<file path="src/rtc_cfg.svh">
`ifndef RTC_CFG_SVH
`define RTC_CFG_SVH

// ---------------------------------------------------------------
// register offsets
// ---------------------------------------------------------------
`define REG_CTRL        8'h00
`define REG_STAT        8'h01
`define REG_MASK        8'h02
`define REG_TRIM        8'h10
`define REG_HSEC        8'h20
`define REG_SEC         8'h21
`define REG_MIN         8'h22
`define REG_HOUR        8'h23
`define REG_ALM_SEC     8'h31
`define REG_ALM_MIN     8'h32
`define REG_ALM_HOUR    8'h33

// ---------------------------------------------------------------
// control fields
// ---------------------------------------------------------------
`define CTRL_ALM_EN     2
`define CTRL_PAR_EN     3
`define CTRL_H12        4
`define CTRL_TEST0      6
`define CTRL_TEST1      7
`define CTRL_RESET      8'h00
`define HOUR_PM         7

// ---------------------------------------------------------------
// status bits
// ---------------------------------------------------------------
`define ST_ALARM        0
`define ST_TICK         1
`define STAT_RESET      8'h00
`define TRIM_RESET      8'h00

// ---------------------------------------------------------------
// timing
// ---------------------------------------------------------------
`define CLK_HZ          25000000
`define OSC_HZ          32768
`define TRIM_PERIOD_S   31
`define RATE_100_HZ     100
`define RATE_3K2_HZ     3200
`define ACCEL           32

`endif

</file>
<file path="src/rtc_pkg.sv">
package rtc_pkg;
  typedef enum logic [3:0]
  {
    mode_normal   = 4'b0001,
    mode_accel    = 4'b0010,
    mode_par_slow = 4'b0100,
    mode_par_fast = 4'b1000
  } mode_type;
endpackage

</file>
<file path="src/rtc_bcd_field.sv">
`timescale 1ns/1ps
`include "rtc_cfg.svh"

// one bcd counter field with load, increment and wrap
module rtc_bcd_field #(
  parameter logic [7:0] LAST = 8'h59
)(
  input  wire logic       core_clk,
  input  wire logic       nrst,
  input  wire logic       load,
  input  wire logic [7:0] load_val,
  input  wire logic       inc,
  output logic [7:0]      value,
  output logic            wrap
);

  logic [7:0] next_value;

  always_comb
  begin
    if (value == LAST)
      next_value = 8'h00;
    else if (value[3:0] == 4'h9)
      next_value = {value[7:4] + 4'h1, 4'h0};
    else
      next_value = {value[7:4], value[3:0] + 4'h1};
  end

  assign wrap = inc && (value == LAST);

  always_ff @(posedge core_clk or negedge nrst)
  begin
    if (!nrst)
      value <= 8'h00;
    else if (load)
      value <= load_val;
    else if (inc)
      value <= next_value;
  end

endmodule

</file>
<file path="src/rtc_core.sv">
`timescale 1ns/1ps
`include "rtc_cfg.svh"

module rtc_core
#(
  parameter int unsigned TRIM_PERIOD_CYC = `CLK_HZ * `TRIM_PERIOD_S
)(
  input  wire logic       core_clk,
  input  wire logic       nrst,
  input  wire logic [7:0] addr,
  input  wire logic [7:0] wdata,
  input  wire logic       wr,
  input  wire logic       rd,
  output logic [7:0]      rdata,
  input  wire logic       power_fail_in,
  output logic            irq_n_out,
  output logic            irq_n_oe,
  output logic            irq
);
  import rtc_pkg::*;

  // ---------------------------------------------------------------
  // registers and synchroniser
  // ---------------------------------------------------------------
  logic [7:0] ctrl;
  logic [7:0] stat;
  logic [7:0] mask;
  logic [7:0] trim;
  logic [7:0] alm_sec;
  logic [7:0] alm_min;
  logic [7:0] alm_hour;
  logic [7:0] hour24;
  logic       pf_meta;
  logic       pf_sync;
  mode_type   mode;

  always_ff @(posedge core_clk or negedge nrst)
  begin
    if (!nrst)
    begin
      pf_meta <= 1'b0;
      pf_sync <= 1'b0;
    end
    else
    begin
      pf_meta <= power_fail_in;
      pf_sync <= pf_meta;
    end
  end

  // ---------------------------------------------------------------
  // mode decode
  // ---------------------------------------------------------------
  always_comb
  begin
    case ({ctrl[`CTRL_TEST1], ctrl[`CTRL_TEST0]})
      2'b00:   mode = mode_normal;
      2'b01:   mode = mode_accel;
      2'b10:   mode = mode_par_slow;
      2'b11:   mode = mode_par_fast;
      default: mode = mode_normal;
    endcase
  end

  // ---------------------------------------------------------------
  // tick generation and trimming
  // ---------------------------------------------------------------
  localparam logic [31:0] MOD_CLK  = 32'(`CLK_HZ);
  localparam logic [31:0] STEP_N   = 32'(`RATE_100_HZ);
  localparam logic [31:0] STEP_A   = 32'(`RATE_100_HZ * `ACCEL);
  localparam logic [31:0] STEP_P   = 32'(`RATE_3K2_HZ);
  localparam logic [31:0] OSC_STEP = 32'(`OSC_HZ);

  logic [31:0] tick_step;
  logic        tick_raw;
  logic        osc_tick;
  logic        tick;
  logic [31:0] trim_cnt;
  logic [7:0]  trim_left;
  logic        swallow;
  logic        trim_act;

  always_comb
  begin
    case (mode)
      mode_normal:   tick_step = STEP_N;
      mode_accel:    tick_step = STEP_A;
      mode_par_slow: tick_step = STEP_N;
      mode_par_fast: tick_step = STEP_P;
      default:       tick_step = STEP_N;
    endcase
  end

  rtc_rate_div u_tick (
    .core_clk (core_clk),
    .nrst     (nrst),
    .step     (tick_step),
    .modulus  (MOD_CLK),
    .tick     (tick_raw)
  );

  rtc_rate_div u_osc (
    .core_clk (core_clk),
    .nrst     (nrst),
    .step     (OSC_STEP),
    .modulus  (MOD_CLK),
    .tick     (osc_tick)
  );

  assign trim_act = !ctrl[`CTRL_TEST1];
  assign swallow  = trim_act && (trim_left != 8'h00) && osc_tick;

  always_ff @(posedge core_clk or negedge nrst)
  begin
    if (!nrst)
    begin
      trim_cnt  <= 32'h0000_0000;
      trim_left <= 8'h00;
    end
    else if (trim_cnt == TRIM_PERIOD_CYC - 1)
    begin
      trim_cnt  <= 32'h0000_0000;
      trim_left <= trim;
    end
    else
    begin
      trim_cnt <= trim_cnt + 32'h0000_0001;
      if (swallow)
        trim_left <= trim_left - 8'h01;
    end
  end

  // a swallowed oscillator pulse holds back the next time tick
  logic owed;
  always_ff @(posedge core_clk or negedge nrst)
  begin
    if (!nrst)
      owed <= 1'b0;
    else if (swallow && !tick_raw)
      owed <= 1'b1;
    else if (tick_raw && !swallow)
      owed <= 1'b0;
  end
  assign tick = tick_raw && !owed && !swallow;

  // ---------------------------------------------------------------
  // clock fields
  // ---------------------------------------------------------------
  logic        par;
  logic [7:0]  hsec;
  logic [7:0]  sec;
  logic [7:0]  min;
  logic        w_hsec;
  logic        w_sec;
  logic        w_min;
  logic        wr_hour;
  logic [7:0]  hour_in24;
  logic [7:0]  hour_rd;

  assign par = ctrl[`CTRL_TEST1];

  rtc_bcd_field #(.LAST(8'h99)) u_hsec (
    .core_clk (core_clk),
    .nrst     (nrst),
    .load     (wr && addr == `REG_HSEC),
    .load_val (wdata),
    .inc      (tick && (!par || ctrl[`CTRL_PAR_EN])),
    .value    (hsec),
    .wrap     (w_hsec)
  );

  rtc_bcd_field #(.LAST(8'h59)) u_sec (
    .core_clk (core_clk),
    .nrst     (nrst),
    .load     (wr && addr == `REG_SEC),
    .load_val (wdata),
    .inc      (par ? (tick && ctrl[`CTRL_PAR_EN]) : w_hsec),
    .value    (sec),
    .wrap     (w_sec)
  );

  rtc_bcd_field #(.LAST(8'h59)) u_min (
    .core_clk (core_clk),
    .nrst     (nrst),
    .load     (wr && addr == `REG_MIN),
    .load_val (wdata),
    .inc      (par ? (tick && ctrl[`CTRL_PAR_EN]) : w_sec),
    .value    (min),
    .wrap     (w_min)
  );

  // bcd 12 hour <-> 24 hour helpers
  function automatic logic [7:0] to24(input logic [7:0] h12);
    logic [7:0] h;
    h = {1'b0, h12[6:0]};
    if (h12[`HOUR_PM])
      to24 = (h == 8'h12) ? 8'h12 : ((h[3:0] >= 4'h8) ? h + 8'h18 : h + 8'h12);
    else
      to24 = (h == 8'h12) ? 8'h00 : h;
  endfunction

  function automatic logic [7:0] to12(input logic [7:0] h24);
    logic [7:0] h;
    h = h24;
    if (h24 == 8'h00)
      to12 = 8'h12;
    else if (h24 < 8'h12)
      to12 = h;
    else if (h24 == 8'h12)
      to12 = 8'h92;
    else
      to12 = ((h[3:0] < 4'h2) ? h - 8'h18 : h - 8'h12) | 8'h80;
  endfunction

  // hours kept in 24 hour bcd, so a format change converts with no extra step
  assign wr_hour   = wr && addr == `REG_HOUR;
  assign hour_in24 = ctrl[`CTRL_H12] ? to24(wdata) : {1'b0, wdata[6:0]};
  assign hour_rd   = ctrl[`CTRL_H12] ? to12(hour24) : {1'b0, hour24[6:0]};

  always_ff @(posedge core_clk or negedge nrst)
  begin
    if (!nrst)
      hour24 <= 8'h00;
    else if (wr_hour)
      hour24 <= hour_in24;
    else if (par ? (tick && ctrl[`CTRL_PAR_EN]) : w_min)
      hour24 <= (hour24 == 8'h23) ? 8'h00 :
                ((hour24[3:0] == 4'h9) ? {hour24[7:4] + 4'h1, 4'h0} : hour24 + 8'h01);
  end

  // ---------------------------------------------------------------
  // alarm compare, ff acts as wildcard
  // ---------------------------------------------------------------
  logic alarm_hit;
  assign alarm_hit = ctrl[`CTRL_ALM_EN] && tick && (hsec == 8'h00) &&
                     (alm_sec  == 8'hff || alm_sec  == sec) &&
                     (alm_min  == 8'hff || alm_min  == min) &&
                     (alm_hour == 8'hff || alm_hour == hour_rd);

  // ---------------------------------------------------------------
  // control, trim, alarm and mask registers
  // ---------------------------------------------------------------
  always_ff @(posedge core_clk or negedge nrst)
  begin
    if (!nrst)
    begin
      ctrl     <= `CTRL_RESET;
      trim     <= `TRIM_RESET;
      mask     <= 8'h00;
      alm_sec  <= 8'hff;
      alm_min  <= 8'hff;
      alm_hour <= 8'hff;
    end
    else
    begin
      if (wr && addr == `REG_CTRL)
        ctrl <= wdata;
      if (wr && addr == `REG_TRIM)
        trim <= wdata;
      if (wr && addr == `REG_MASK)
        mask <= wdata;
      if (wr && addr == `REG_ALM_SEC)
        alm_sec <= wdata;
      if (wr && addr == `REG_ALM_MIN)
        alm_min <= wdata;
      if (wr && addr == `REG_ALM_HOUR)
        alm_hour <= wdata;
    end
  end

  // ---------------------------------------------------------------
  // status, set wins over write-one-to-clear
  // ---------------------------------------------------------------
  logic [7:0] set_bits;
  logic [7:0] clr_bits;

  always_comb
  begin
    set_bits = 8'h00;
    set_bits[`ST_ALARM] = alarm_hit;
    set_bits[`ST_TICK]  = tick && !pf_sync;
    clr_bits = (wr && addr == `REG_STAT) ? wdata : 8'h00;
  end

  always_ff @(posedge core_clk or negedge nrst)
  begin
    if (!nrst)
      stat <= `STAT_RESET;
    else
      stat <= (stat & ~clr_bits) | set_bits;
  end

  // standby passes only the alarm source
  logic [7:0] pend;
  assign pend      = stat & mask & (pf_sync ? 8'h01 : 8'hff);
  assign irq       = |pend;
  assign irq_n_out = 1'b0;
  assign irq_n_oe  = irq;

  // ---------------------------------------------------------------
  // read port
  // ---------------------------------------------------------------
  always_ff @(posedge core_clk or negedge nrst)
  begin
    if (!nrst)
      rdata <= 8'h00;
    else if (rd)
    begin
      case (addr)
        `REG_CTRL:     rdata <= ctrl;
        `REG_STAT:     rdata <= stat;
        `REG_MASK:     rdata <= mask;
        `REG_TRIM:     rdata <= trim;
        `REG_HSEC:     rdata <= hsec;
        `REG_SEC:      rdata <= sec;
        `REG_MIN:      rdata <= min;
        `REG_HOUR:     rdata <= hour_rd;
        `REG_ALM_SEC:  rdata <= alm_sec;
        `REG_ALM_MIN:  rdata <= alm_min;
        `REG_ALM_HOUR: rdata <= alm_hour;
        default:       rdata <= 8'h00;
      endcase
    end
    else
      rdata <= 8'h00;
  end

endmodule

</file>
<file path="src/rtc_rate_div.sv">
`timescale 1ns/1ps
`include "rtc_cfg.svh"

// fractional divider: one-cycle pulse at step/modulus of core_clk
module rtc_rate_div #(
  parameter int unsigned W = 32
)(
  input  wire logic         core_clk,
  input  wire logic         nrst,
  input  wire logic [W-1:0] step,
  input  wire logic [W-1:0] modulus,
  output logic              tick
);

  logic [W-1:0] acc;
  logic [W:0]   sum;

  assign sum = {1'b0, acc} + {1'b0, step};

  always_ff @(posedge core_clk or negedge nrst)
  begin
    if (!nrst)
    begin
      acc  <= '0;
      tick <= 1'b0;
    end
    else if (sum >= {1'b0, modulus})
    begin
      acc  <= W'(sum - {1'b0, modulus});
      tick <= 1'b1;
    end
    else
    begin
      acc  <= sum[W-1:0];
      tick <= 1'b0;
    end
  end

endmodule
</file>
<file path="config.mk">
export PLATFORM = sky130hd
export DESIGN_NAME = rtc_core
export DESIGN_NICKNAME = d
export VERILOG_FILES = /design/src/rtc_pkg.sv /design/src/rtc_bcd_field.sv /design/src/rtc_core.sv /design/src/rtc_rate_div.sv
export VERILOG_INCLUDE_DIRS = /design/src /design/src/src
export SDC_FILE = /design/constraint.sdc
export NUM_CORES = 1
export LEC_CHECK = 0
export BUFFER_PORTS_ARGS = -buffer_cell sky130_fd_sc_hd__buf_4
export CAP_MARGIN = 10
export CORE_UTILIZATION = 40
export CTS_CLUSTER_DIAMETER = 120
export DETAILED_ROUTE_END_ITERATION = 7
export SYNTH_ARGS = -nofsm -noshare
export SYNTH_HDL_FRONTEND = slang
export SYNTH_HIERARCHICAL = 1
export SYNTH_SLANG_ARGS = --single-unit
export TNS_END_PERCENT = 30
</file>
<file path="constraint.sdc">
create_clock -name core_clk -period 13.75 [get_ports core_clk]
set_input_delay 4.125 -clock core_clk [delete_from_list [all_inputs] [get_ports core_clk]]
set_output_delay 4.125 -clock core_clk [all_outputs]
set_load 0.01 [all_outputs]
</file>
# Word-level counts from Yosys, hierarchy flattened
# Cells that the tools add are included.
[word_totals] out_inout_bits=11 mem_count=0 ram_bits=0 romBits=0 latch_bits=0 regBits=205 elab_cells=184
[op_classes] addsub=18 mul=0 n_mux=44 eq_ne=32 shift=0 div_mod_pow=0 magnitude_cmp=5 reduce_logical=56 bitwise_logic=5
[op_table] operator="$mux W8" n=28
[op_table] operator="$mux W32" n=3
[op_table] operator="$pmux W8 S11" n=1
[op_table] operator="$ge A33 B25 Y1 const B" n=2
[op_table] operator="$eq A8 B6 Y1 const B" n=8
[op_table] operator="$sub A32 B25 Y32 const B" n=2
[op_table] operator="$add A32 B12 Y33" n=1
[op_table] operator="$add A32 B16 Y33 const B" n=1
[op_table] operator="$add A32 B1 Y32 const B" n=1
[op_table] operator="$eq A32 B30 Y1 const B" n=1
[op_table] operator="$eq A8 B8 Y1 const B" n=4
[op_table] operator="$add A4 B1 Y4 const B" n=7
[op_table] operator="$logic_and A1 B1 Y1" n=28
[op_table] operator="$and A8 B8 Y8" n=3
[op_table] operator="$eq A8 B8 Y1" n=3
[op_table] operator="$logic_not A8 Y1" n=3
[op_table] operator="$mux W7" n=3
[op_table] operator="$eq A4 B4 Y1 const B" n=5
[op_table] operator="$add A7 B5 Y8 const B" n=2
[op_table] operator="$eq A8 B5 Y1 const B" n=2
[op_table] operator="$eq A8 B7 Y1 const B" n=2
[op_table] operator="$pmux W4 S4" n=1
[op_table] operator="$sub A7 B5 Y7 const B" n=2
[op_table] operator="$mux W12" n=1
[op_table] operator="23 further kinds" n=46

# Logic depth before layout (Yosys ltp)
# Gate-level depths: netlist of run 1.
[depth] word_depth=14 depth_mapped=24 mapped_depth_nobuf=21

# By module
# The synthesis of run 1 kept the hierarchy.
[modules_own_cells] mod="rtc_rate_div" n_inst=2 seq_area_each_um2=825.8 area_per_inst_um2=4593.2 cells_each=552
[modules_own_cells] mod="rtc_core" n_inst=1 seq_area_each_um2=2907.8 area_per_inst_um2=6610.1 cells_each=659
[modules_own_cells] mod="rtc_bcd_field (u_min ...)" n_inst=2 seq_area_each_um2=200.2 area_per_inst_um2=621.8 cells_each=64
[modules_own_cells] mod="rtc_bcd_field (u_hsec)" n_inst=1 seq_area_each_um2=200.2 area_per_inst_um2=626.9 cells_each=64

# Least setup slack after synthesis of run 1
# OpenSTA, ideal clock, no wires.
[synth_timing] kind="in2reg" from="input port addr[4]" to="register u_min.value[7]" slack_ns=7.834 t_arrival_ns=5.785 path_buffers=2 path_stages=8 required_time_ns=13.619 cell_sequence="or4b_1 > buf_2 > nor2_1 > and2_1 > buf_6 > and4bb_4 > o311ai_2 > o22ai_2"
[synth_between] elab_chain_len=4 elab_cells_between_ends=6 cone_classes="eq/ne (1); mux (1); reduce/logical (4)"
[synth_lines] item="from (decl)" line_no="rtc_core.sv:10" text="input wire logic [7:0] addr,"
[synth_lines] item="$eq A8 B6 Y1 *"
[synth_lines] item="$logic_and A1 B1 Y1 (no line) *"
[synth_lines] item="$reduce_bool A3 Y1 (no line) / $reduce_bool A2 Y1 (equally long branches)"
[synth_lines] item="$reduce_and A2 Y1 (no line)"
[synth_lines] item="to (signal assigned)" line_no="rtc_bcd_field.sv:36" text="value <= load_val;"
[synth_lines] item="to (signal assigned)" line_no="rtc_bcd_field.sv:38" text="value <= next_value;"
[synth_lines] item="to (decl)" line_no="rtc_bcd_field.sv:13" text="output logic [7:0] value,"
# Every way passes the cells marked *; elsewhere a longest branch is shown, timed or not.
# A chain may end at the register's enable or synchronous reset.

# Worst setup path after layout of run 1
[layout_timing] from="register trim_left[4]" to="register hour24[2]"
[layout_between] elab_chain_len=13 elab_cells_between_ends=14 cone_classes="mux (3); reduce/logical (11)"
[layout_lines] item="from (decl)" line_no="rtc_core.sv:79" text="logic [7:0] trim_left;"
[layout_lines] item="from (signal assigned)" line_no="rtc_core.sv:123" text="trim_left <= trim;"
[layout_lines] item="from (signal assigned)" line_no="rtc_core.sv:129" text="trim_left <= trim_left - 8'h01;"
[layout_lines] item="$reduce_bool A8 Y1" line_no="rtc_core.sv:111" text="assign swallow = trim_act && (trim_left != 8'h00) && osc_tick;"
[layout_lines] item="$logic_and A1 B1 Y1 (2 in a row)" line_no="rtc_core.sv:111"
[layout_lines] item="$logic_not A1 Y1" line_no="rtc_core.sv:144" text="assign tick = tick_raw && !owed && !swallow;"
[layout_lines] item="$logic_and A1 B1 Y1" line_no="rtc_core.sv:144"
[layout_lines] item="$logic_and A1 B1 Y1" line_no="rtc_core.sv:167" text=".inc (tick && (!par || ctrl[`CTRL_PAR_EN])),"
[layout_lines] item="$logic_and A1 B1 Y1" line_no="rtc_bcd_field.sv:29" text="assign wrap = inc && (value == LAST);"
[layout_lines] item="net w_hsec" line_no="rtc_core.sv:153" text="logic w_hsec;"
[layout_lines] item="$mux W1" line_no="rtc_core.sv:177" text=".inc (par ? (tick && ctrl[`CTRL_PAR_EN]) : w_hsec),"
[layout_lines] item="$logic_and A1 B1 Y1" line_no="rtc_bcd_field.sv:29"
[layout_lines] item="net w_sec" line_no="rtc_core.sv:154" text="logic w_sec;"
[layout_lines] item="$mux W1" line_no="rtc_core.sv:187" text=".inc (par ? (tick && ctrl[`CTRL_PAR_EN]) : w_sec),"
[layout_lines] item="$logic_and A1 B1 Y1" line_no="rtc_bcd_field.sv:29"
[layout_lines] item="net w_min" line_no="rtc_core.sv:155" text="logic w_min;"
[layout_lines] item="$mux W1" line_no="rtc_core.sv:226" text="else if (par ? (tick && ctrl[`CTRL_PAR_EN]) : w_min)"
[layout_lines] item="$reduce_bool A2 Y1 (no line)"
[layout_lines] item="to (signal assigned)" line_no="rtc_core.sv:225" text="hour24 <= hour_in24;"
[layout_lines] item="to (signal assigned)" line_no="rtc_core.sv:227" text="hour24 <= (hour24 == 8'h23) ? 8'h00 :"
[layout_lines] item="to (decl)" line_no="rtc_core.sv:32" text="logic [7:0] hour24;"
# The timed path passes the listed nets, and every way through them passes these cells.

==> metrics.yaml, run 1 <==
diodes: 0
syn2layout_area_growth_pct: 11.6
hold_path_class: "flop to flop"
grt_pass1_vias: 14521
grt_pass1_wl_um: 73700
num_vias: 14982
crit_buf_inv: 3
drv_cap: 0
syn-instance-count: 1955
cp-end-kind: "flop"
worstPathRequired_ns: 14.24
mostFrequentLayoutCell: "dfrtp_1"
worst_pin_slew_ns: 1.09
synth_ff_type: "dfrtp_1"
placedCellCount: 2636
min_period_ns: 6.80
postCtsSetupRepairBufs: 0
reg2reg_from: "trim_left[4]$_DFFE_PN0P_"
antenna_found_initial: 0
nets: 2261
place_hpwl_um: 33300
critPathMaxStageDelay_ns: 0.84
fill_cells: 4245
p_leak_nw: 8.67
startpoint: "trim_left[4]$_DFFE_PN0P_"
min_period_over_period_pct: 49.4
top_regs: "trim_cnt x32, u_osc/acc x32, u_tick/acc x32"
ant_nets: 0
cp.arrival_ns: 7.29
vdd_drop_max_mv: 0.153
drt_iter0_markers: 891
cts_hold_buf: 0
grt_start_max_net_pins: 95
drtPass1Iterations: 5
grt_usage_pct: 20.0
rsz0062_at_grt: "false"
timing.rr.end: "hour24[2]$_DFFE_PN0P_"
cts_root_buf: "clkbuf_16"
io_buffers: 30
fp.coreArea_sq_mm: 0.0434
die_height_um: 212
crit_chain: "nor4_2 -> a311oi_2 -> or3_4 -> a21oi_1 -> nand4b_1 -> nor2_1 -> inv_1 -> o21ai_0 -> nand4b_1 -> nor2_1 -> inv_1 -> o21ai_0 -> nand4b_1 -> nor2_1 -> inv_1 -> o21ai_1 -> nor2_4 -> nor4_2 -> a21oi_1 -> o21ai_1"
clk_pin_slew_ns: 0.06
finalSetupTns_ns: 0
grt_util_met1_pct: 26.6
die_x_um: 212
avgSynthCellArea_sq_um: 9.04
ys_ff_latch: 205
rows: 76
cp_max_fo: 10
ioPinCount: 32
clock_sinks: 205
crit_end: "hour24[2]$_DFFE_PN0P_"
die-area_sq_mm: 0.0450
crit_type: "flop to flop"
final_cells: 2686
ys_seq_area_share_pct: 29.2
skew_ns: 0.0231
finish.utilization_pct: 45.5
crit_cells: 20
rrSetupSlack_ns: 6.95
status: "finished, final reports clean"
cp_slowest_cell: "o21ai_0"
routedWlPerCell_um: 16.7
clkLatencyLatePin_ns: 0.57
grt_use_met2_pct: 33.3
cts_tree: "built"
cp_top_family: "compound AO/OA/AOI/OAI gates"
drc_errors: 0
cts_buffers: 27
grt_use_met3_pct: 2.85
max_freq_ghz: 0.147
worst-r2r-cell-count: 20
final_cell_mix: "181 x dfrtp_1, 163 x a21oi_1, 156 x ha_1, 133 x nand2_1, 125 x conb_1"
yosys_warnings: 6
power.density_mw_per_mm2: 282
critPathLaunchType: "flop"
drive_gt1_share_pct: 12.9
grt.busiest_layer: "met2"
synthesis.area_sq_mm: 0.0177
via_per_inst: 5.58
hold_viol_final: 0
cts_resized: 0
start_util_pct: 40.7
cts.path.max_buffers: 3
synth-edff-count: 0
slew_headroom_pct: 26.6
wirelength_um: 44900
gp_congestion: 0.922
finalMaxSlewViolations: 0
setup_violations: 0
synth.distinct_cells: 103
htree_levels: 1
async_reset_ff_share_pct: 100
grt.overflow.total: 0
area by class of cell:
class | instances | area (sq um) | area share [%]
clock inverters | 13 | 141 | 0.717
multi-input cells | 1688 | 12200 | 61.9
repair buffers | 33 | 255 | 1.29
well taps | 585 | 732 | 3.71
clock buffers | 37 | 743 | 3.77
inverters | 125 | 469 | 2.38
flip-flops and latches | 205 | 5160 | 26.2
where the power goes:
group	total, W	internal [W]	switching [W]
Sequential	0.000891	0.000786	0.000105
Clock	0.000703	0.000418	0.000285
Combinational	0.00397	0.00181	0.00217
stage by stage:
stage | hold slack [ns] | instance area, sq um | setup WS (ns) | power (W)
6_report | 0.351 | 19700 | 6.95 | 0.00556
5_1_grt | 0.368 | 19700 | 6.37 | 0.00606
4_1_cts | 0.354 | 19700 | 7.08 | 0.00551
3_5_place_dp | 0.340 | 18800 | 6.98 | 0.00476
3_3_place_gp | 0.336 | 18800 | 7.03 | 0.00471
2_1_floorplan | 0.331 | 18100 | 7.83 | 0.00408
logic make-up (layout without fill, tap and decap cells):
kind of cell	Yosys count	in the layout	share of synthesized area, %
XOR/XNOR	181	181	8.97
other	2	125	0.0425
AO/OA/AOI/OAI	578	578	22.4
buffers and inverters	185	208	4.33
adder cells (fa/ha/maj)	160	160	11.5
flip-flops	205	205	29.2
multiplexers	120	120	7.54
AND/OR/NAND/NOR	524	524	16.0
worst register-to-register path: stages, from the launching register on:
cell      delay, ns
dfrtp_1        0.42
nor4_2         0.36
a311oi_2       0.24
or3_4          0.41
a21oi_1        0.55
nand4b_1       0.35
nor2_1         0.18
inv_1          0.08
o21ai_0        0.84
nand4b_1       0.38
nor2_1         0.28
inv_1          0.06
o21ai_0        0.84
nand4b_1       0.38
nor2_1         0.19
inv_1          0.06
o21ai_1        0.56
nor2_4         0.14
nor4_2         0.28
a21oi_1        0.06
o21ai_1        0.09
worst min-delay path by stage:
stage	endpoint	slack [ns]	from	cells past startpoint
finish	pf_sync$_DFF_PN0_	0.35	pf_meta$_DFF_PN0_	0
global route	pf_sync$_DFF_PN0_	0.37	pf_meta$_DFF_PN0_	0
CTS	pf_sync$_DFF_PN0_	0.35	pf_meta$_DFF_PN0_	0
detailed placement	pf_sync$_DFF_PN0_	0.34	pf_meta$_DFF_PN0_	0
global placement	pf_sync$_DFF_PN0_	0.34	pf_meta$_DFF_PN0_	0
floorplan	pf_sync$_DFF_PN0_	0.33	pf_meta$_DFF_PN0_	0
synth_stat cells (34+ instances only):
cell type | number | share of area (%)
a21o_1 | 54 | 2.3
a21oi_1 | 163 | 4.6
clkbuf_1 | 34 | 0.72
dfrtp_1 | 181 | 26
ha_1 | 156 | 11
inv_1 | 124 | 2.6
mux2_2 | 102 | 6.5
nand2_1 | 133 | 2.8
nand3_1 | 62 | 1.8
nand4_1 | 36 | 1.3
nor2_1 | 92 | 2.0
o21ai_0 | 91 | 2.6
xnor2_1 | 102 | 5.1
xor2_1 | 79 | 3.9
routing by layer:
metal  vias to the layer above  wire (um)
met1                      7218      20800
met4                         0       1120
met5                         -          0
li1                       7348          -
met2                       331      20800
met3                        85       2210
No activity file was read; power rests on OpenSTA's default activity.
==> run 2, diff against run 1 <==
- clock period: 13.75 -> 5.6 ns (I/O delays scaled with it)
==> run 2 against run 1 <==
Net effect:
- sequential share of layout area fell by 0.15 points
- critical path depth fell by 1
- global-route usage rose by 0.28 points
- clock skew fell by 0.0029 ns
- non-clock buffer count rose by 11
- total power rose by 150%
- sequential power rose by 150%
- count of clock-buffer cells in the layout fell by 6
- worst setup slack got worse by 6.4 ns
- design area rose by 0.56%
- critical path type unchanged
==> metrics.yaml, run 2 (synthesis results as in run 1) <==
critPathMaxStageDelay_ns: 0.47
grt.busiest_layer: "met2"
cp.arrival_ns: 5.51
num_vias: 14973
worst_slack_ns: 0.521
grt_util_met1_pct: 27.6
crit_buf_inv: 1
status: "finished, final reports clean"
place_hpwl_um: 33200
power.density_mw_per_mm2: 694
min_period_over_period_pct: 90.7
worstPathRequired_ns: 6.04
die_x_um: 212
whs_ns: 0.347
clock_sinks: 205
drt_iter0_markers: 957
setup_violations: 0
mostFrequentLayoutCell: "dfrtp_1"
routedWlPerCell_um: 16.7
die-area_sq_mm: 0.0450
crit_type: "flop to flop"
grt_pass1_wl_um: 74500
nets: 2271
cts_hold_buf: 0
top_regs: "trim_cnt x32, u_osc/acc x32, u_tick/acc x32"
dp_slack_ns: 0.556
syn2layout_area_growth_pct: 12.2
cts.path.max_buffers: 3
rsz0062_at_grt: "false"
max_freq_ghz: 0.197
clk_pin_slew_ns: 0.06
drc_errors: 0
hold_path_class: "flop to flop"
io_buffers: 30
drtPass1Iterations: 6
cp_top_family: "compound AO/OA/AOI/OAI gates"
antenna_found_initial: 0
finalSetupTns_ns: 0
cp_max_fo: 6
final_cell_mix: "181 x dfrtp_1, 163 x a21oi_1, 156 x ha_1, 133 x nand2_1, 125 x conb_1"
via_per_inst: 5.56
skew_ns: 0.0202
grt_pass1_vias: 14692
ant_nets: 0
finish.utilization_pct: 45.7
grt_use_met3_pct: 2.51
crit_chain: "inv_1 -> ha_1 -> nor2_1 -> o31a_1 -> a2111oi_4 -> nor2_1 -> o21ai_0 -> a41o_1 -> a21oi_1 -> xnor2_1 -> ha_1 -> nand4_1 -> or3_1 -> nor3_1 -> a2111oi_2 -> o221ai_1 -> a21oi_1 -> xnor2_1 -> mux2_2"
slew_headroom_pct: 39.1
design_area_sq_mm: 0.0198
cts_buffers: 26
die_height_um: 212
p_leak_nw: 8.73
cts_resized: 0
drive_gt1_share_pct: 13.5
diodes: 0
cp_slowest_cell: "dfrtp_1"
finalMaxSlewViolations: 0
postCtsSetupRepairBufs: 0
grt_usage_pct: 20.2
critPathLaunchType: "flop"
grt.overflow.total: 0
hold_viol_final: 0
worst_pin_slew_ns: 0.913
ioPinCount: 32
rows: 76
drv_cap: 0
grt_use_met2_pct: 33.5
start_util_pct: 40.7
gp_congestion: 0.893
cts_root_buf: "clkbuf_16"
htree_levels: 1
fill_cells: 4270
cp-end-kind: "flop"
wirelength_um: 45000
min_period_ns: 5.08
dpl-instance-area_sq_mm: 0.0189
fp.coreArea_sq_mm: 0.0434
grt_start_max_net_pins: 114
clkLatencyLatePin_ns: 0.56
cts_tree: "built"
vdd_drop_max_mv: 0.389
[run 2: cell types whose count changed in the layout (fill, tap and decap cells not counted), sizes merged]
cell	delta
clkinv	+1
buf	+11
clkinvlp	+4
inv	-1
clkbuf	-6
[run 2: per-stage QoR]
step	instances	total power, W
CTS	2695	0.0136
detailed placement	2647	0.0118
floorplan	2078	0.0100
global route	2695	0.0150
global placement	2647	0.0116
finish	2695	0.0138
[run 2: cell type report]
cell class	count	area, sq um	share of cell area (%)
clock inverter	17	179	0.903
clock buffer	31	709	3.58
tap	585	732	3.69
timing repair buffer	44	363	1.83
multi-input combinational	1688	12200	61.6
sequential	205	5160	26.0
inverter	125	469	2.37
[run 2: path summary, 6_finish.rpt]
| path | from | to | slack [ns] | depth (start not counted) |
|---|---|---|---|---|
| setup reg to reg | ctrl[6]$_DFFE_PN0P_ | u_tick/acc[30]$_DFF_PN0_ | 0.52 | 19 |
| hold reg to reg | pf_meta$_DFF_PN0_ | pf_sync$_DFF_PN0_ | 0.35 | 0 |
| setup / recovery | ctrl[6]$_DFFE_PN0P_ | u_tick/acc[30]$_DFF_PN0_ | 0.52 | 19 |
| hold / removal | pf_meta$_DFF_PN0_ | pf_sync$_DFF_PN0_ | 0.35 | 0 |
| min in group asynchronous | nrst | u_tick/acc[31]$_DFF_PN0_ | 1.22 | 1 |
| max in group asynchronous | nrst | alm_sec[5]$_DFFE_PN1P_ | 3.35 | 2 |
[run 2: routing by layer]
metal / vias up / share of wire, %
li1: 7377 / -
met1: 7201 / 47
met2: 320 / 46
met3: 75 / 4.7
met4: 0 / 2.2
met5: - / 0
[run 2: power breakdown]
part           leakage, nW  internal [W]  switching, W  total [W]
sequential            2.53       0.00193      0.000257    0.00219
clock                0.417       0.00101      0.000720    0.00173
combinational         5.78       0.00447       0.00537    0.00984
total                 8.73       0.00741       0.00635     0.0138
==> run 3, diff against run 2 <==
- ABC_AREA: not set -> 1
- GPL_TIMING_DRIVEN: not set -> 0
==> run 3 against run 2 <==
Net effect:
- hold slack improved by 0.012 ns
- core utilization fell by 0.59 points
- global-route usage rose by 2.4 points
- largest power group unchanged
- die area rose by 21%
- design area rose by 20%
- first-iteration DRC count rose by 57%
- register-to-register slack improved by 1.2 ns
- area after synthesis rose by 21%
==> metrics.yaml, run 3 <==
die-area_sq_mm: 0.0543
critPathLaunchType: "flop"
min_period_over_period_pct: 69.8
nets: 3795
cts_root_buf: "clkbuf_16"
avgSynthCellArea_sq_um: 6.22
dp_slack_ns: 1.77
ys_ff_latch: 205
drt_iter0_markers: 1503
drc_errors: 0
die_height_um: 233
wirelength_um: 60100
skew_ns: 0.0136
diodes: 0
start_util_pct: 40.6
synth.most_common_cell: "nand2_1"
clkLatencyLatePin_ns: 0.56
grt_usage_pct: 22.7
worstHoldStart: "pf_meta$_DFF_PN0_"
dpl-instance-area_sq_mm: 0.0229
syn2layout_area_growth_pct: 11.3
design_area_sq_mm: 0.0238
cts_resized: 0
synthTopCellsByCount: "1,183 x nand2_1, 604 x inv_1, 268 x nor2_1"
setup_violations: 0
cp.arrival_ns: 4.40
grt_pass1_vias: 19612
synth_ff_type: "dfrtp_1"
place_hpwl_um: 49800
async_reset_ff_share_pct: 100
max_freq_ghz: 0.256
finalSetupTns_ns: 0
rows: 84
worstPathRequired_ns: 6.09
htree_levels: 1
fill_cells: 5757
drtPass1Iterations: 5
die_x_um: 233
synth_area_leader_cell: "dfrtp_1"
fp.coreArea_sq_mm: 0.0527
via_per_inst: 4.79
synth-edff-count: 0
clock_sinks: 205
vdd_drop_max_mv: 0.322
power.density_mw_per_mm2: 614
mostFrequentLayoutCell: "nand2_1"
io_buffers: 29
cp-end-kind: "flop"
yosys_warnings: 6
top_regs: "trim_cnt x32, u_osc/acc x32, u_tick/acc x32"
worst_slack_ns: 1.69
ioPinCount: 32
grt.overflow.total: 0
antenna_found_initial: 0
cp_max_fo: 10
worst_pin_slew_ns: 0.765
ant_nets: 0
regArea_sq_mm: 0.00516
status: "finished, final reports clean"
postCtsSetupRepairBufs: 0
reg2reg_from: "ctrl[6]$_DFFE_PN0P_"
cts_hold_buf: 0
num_vias: 20700
syn-instance-count: 3434
synth_top_area_share_pct: 21.2
crit_type: "flop to flop"
routedWlPerCell_um: 13.9
grt_pass1_wl_um: 99400
grt_start_max_net_pins: 107
cts_tree: "built"
cts.path.max_buffers: 3
slew_headroom_pct: 49.0
cts_buffers: 25
drive_gt1_share_pct: 7.82
hold_path_class: "flop to flop"
multi_input_area_sq_mm: 0.0140
rsz0062_at_grt: "false"
hold_viol_final: 0
clk_pin_slew_ns: 0.06
startpoint: "ctrl[6]$_DFFE_PN0P_"
min_period_ns: 3.91
ys_seq_area_share_pct: 24.2
whs_ns: 0.359
synth.distinct_cells: 67
synthesis.area_sq_mm: 0.0214
synth_area_leaders: "dfrtp_1 21%, nand2_1 21%, inv_1 11%"
p_leak_nw: 13.4
gp_congestion: 0.930
drv_cap: 0
final_cell_mix: "1,183 x nand2_1, 604 x inv_1, 268 x nor2_1, 253 x nand3_1, 181 x dfrtp_1"
finalMaxSlewViolations: 0
run 3: cell families (layout without fill, tap and decap cells):
logic type	after synthesis	count (layout)	share of synthesized area (%)
AOI/OAI and AO/OA	342	342	9.27
xor gates and xnor gates	113	113	4.63
adders and majority gates	160	160	9.51
buffers and inverters	667	741	12.4
DFF	205	205	24.2
muxes	1	1	0.0469
other	2	125	0.0352
and+or+nand+nor	1944	1944	39.9
run 3: layer usage:
metal	routed length [um]	global-route usage, %
met1	30300	32.4
met5	0	0
met3	2340	1.77
met2	26500	37.1
met4	1040	4.86
run 3: final timing paths:
path,endpoint,slack [ns],cells after the start
worst max-delay path,u_tick/acc[28]$_DFF_PN0_,1.69,23
worst min-delay path,pf_sync$_DFF_PN0_,0.36,0
worst max register to register,u_tick/acc[28]$_DFF_PN0_,1.69,23
worst min register to register,pf_sync$_DFF_PN0_,0.36,0
max in group asynchronous,u_osc/acc[16]$_DFF_PN0_,3.47,2
min in group asynchronous,rdata[4]$_DFF_PN0_,1.11,1
run 3: area by class of cell:
cell class                      instances  share of cell area [%]
Buffer                                 36                    1.15
Multi-Input combinational cell       2685                    58.9
Clock buffer                           32                    2.91
Timing Repair Buffer                   30                    1.06
Sequential cell                       205                    21.7
Inverter                              631                    10.0
Tap cell                              688                    3.62
Clock inverter                         12                   0.579
run 3: critical path: stages, from the launching register on:
cell	delay [ns]
dfrtp_1	0.37
inv_1	0.10
ha_1	0.38
nand2_1	0.13
nor2_1	0.20
nand2_1	0.07
nand2_1	0.10
nand2_1	0.07
nand2_1	0.20
nand2_1	0.10
nand3_1	0.08
nand2_1	0.13
ha_1	0.43
nand2_1	0.13
inv_1	0.09
nand2_1	0.10
nor3_2	0.32
nand2_1	0.13
o211ai_2	0.14
nor2_8	0.11
nand2_8	0.12
buf_8	0.16
nand2_2	0.06
nand2_1	0.06
run 3: power breakdown:
part           switching, W  total, W  internal (W)
registers          0.000227   0.00211       0.00189
clock network      0.000687   0.00166      0.000971
logic               0.00715    0.0108       0.00367
total               0.00806    0.0146       0.00653
run 3: per-stage QoR:
step,power (W),utilization [%],std cells
after floorplan,0.0103,-,3557
after global placement,0.0126,43.5,4274
after detailed placement,0.0126,43.5,4275
after CTS,0.0143,45.1,4319
after global routing,0.0162,45.1,4319
final,0.0146,45.1,4319
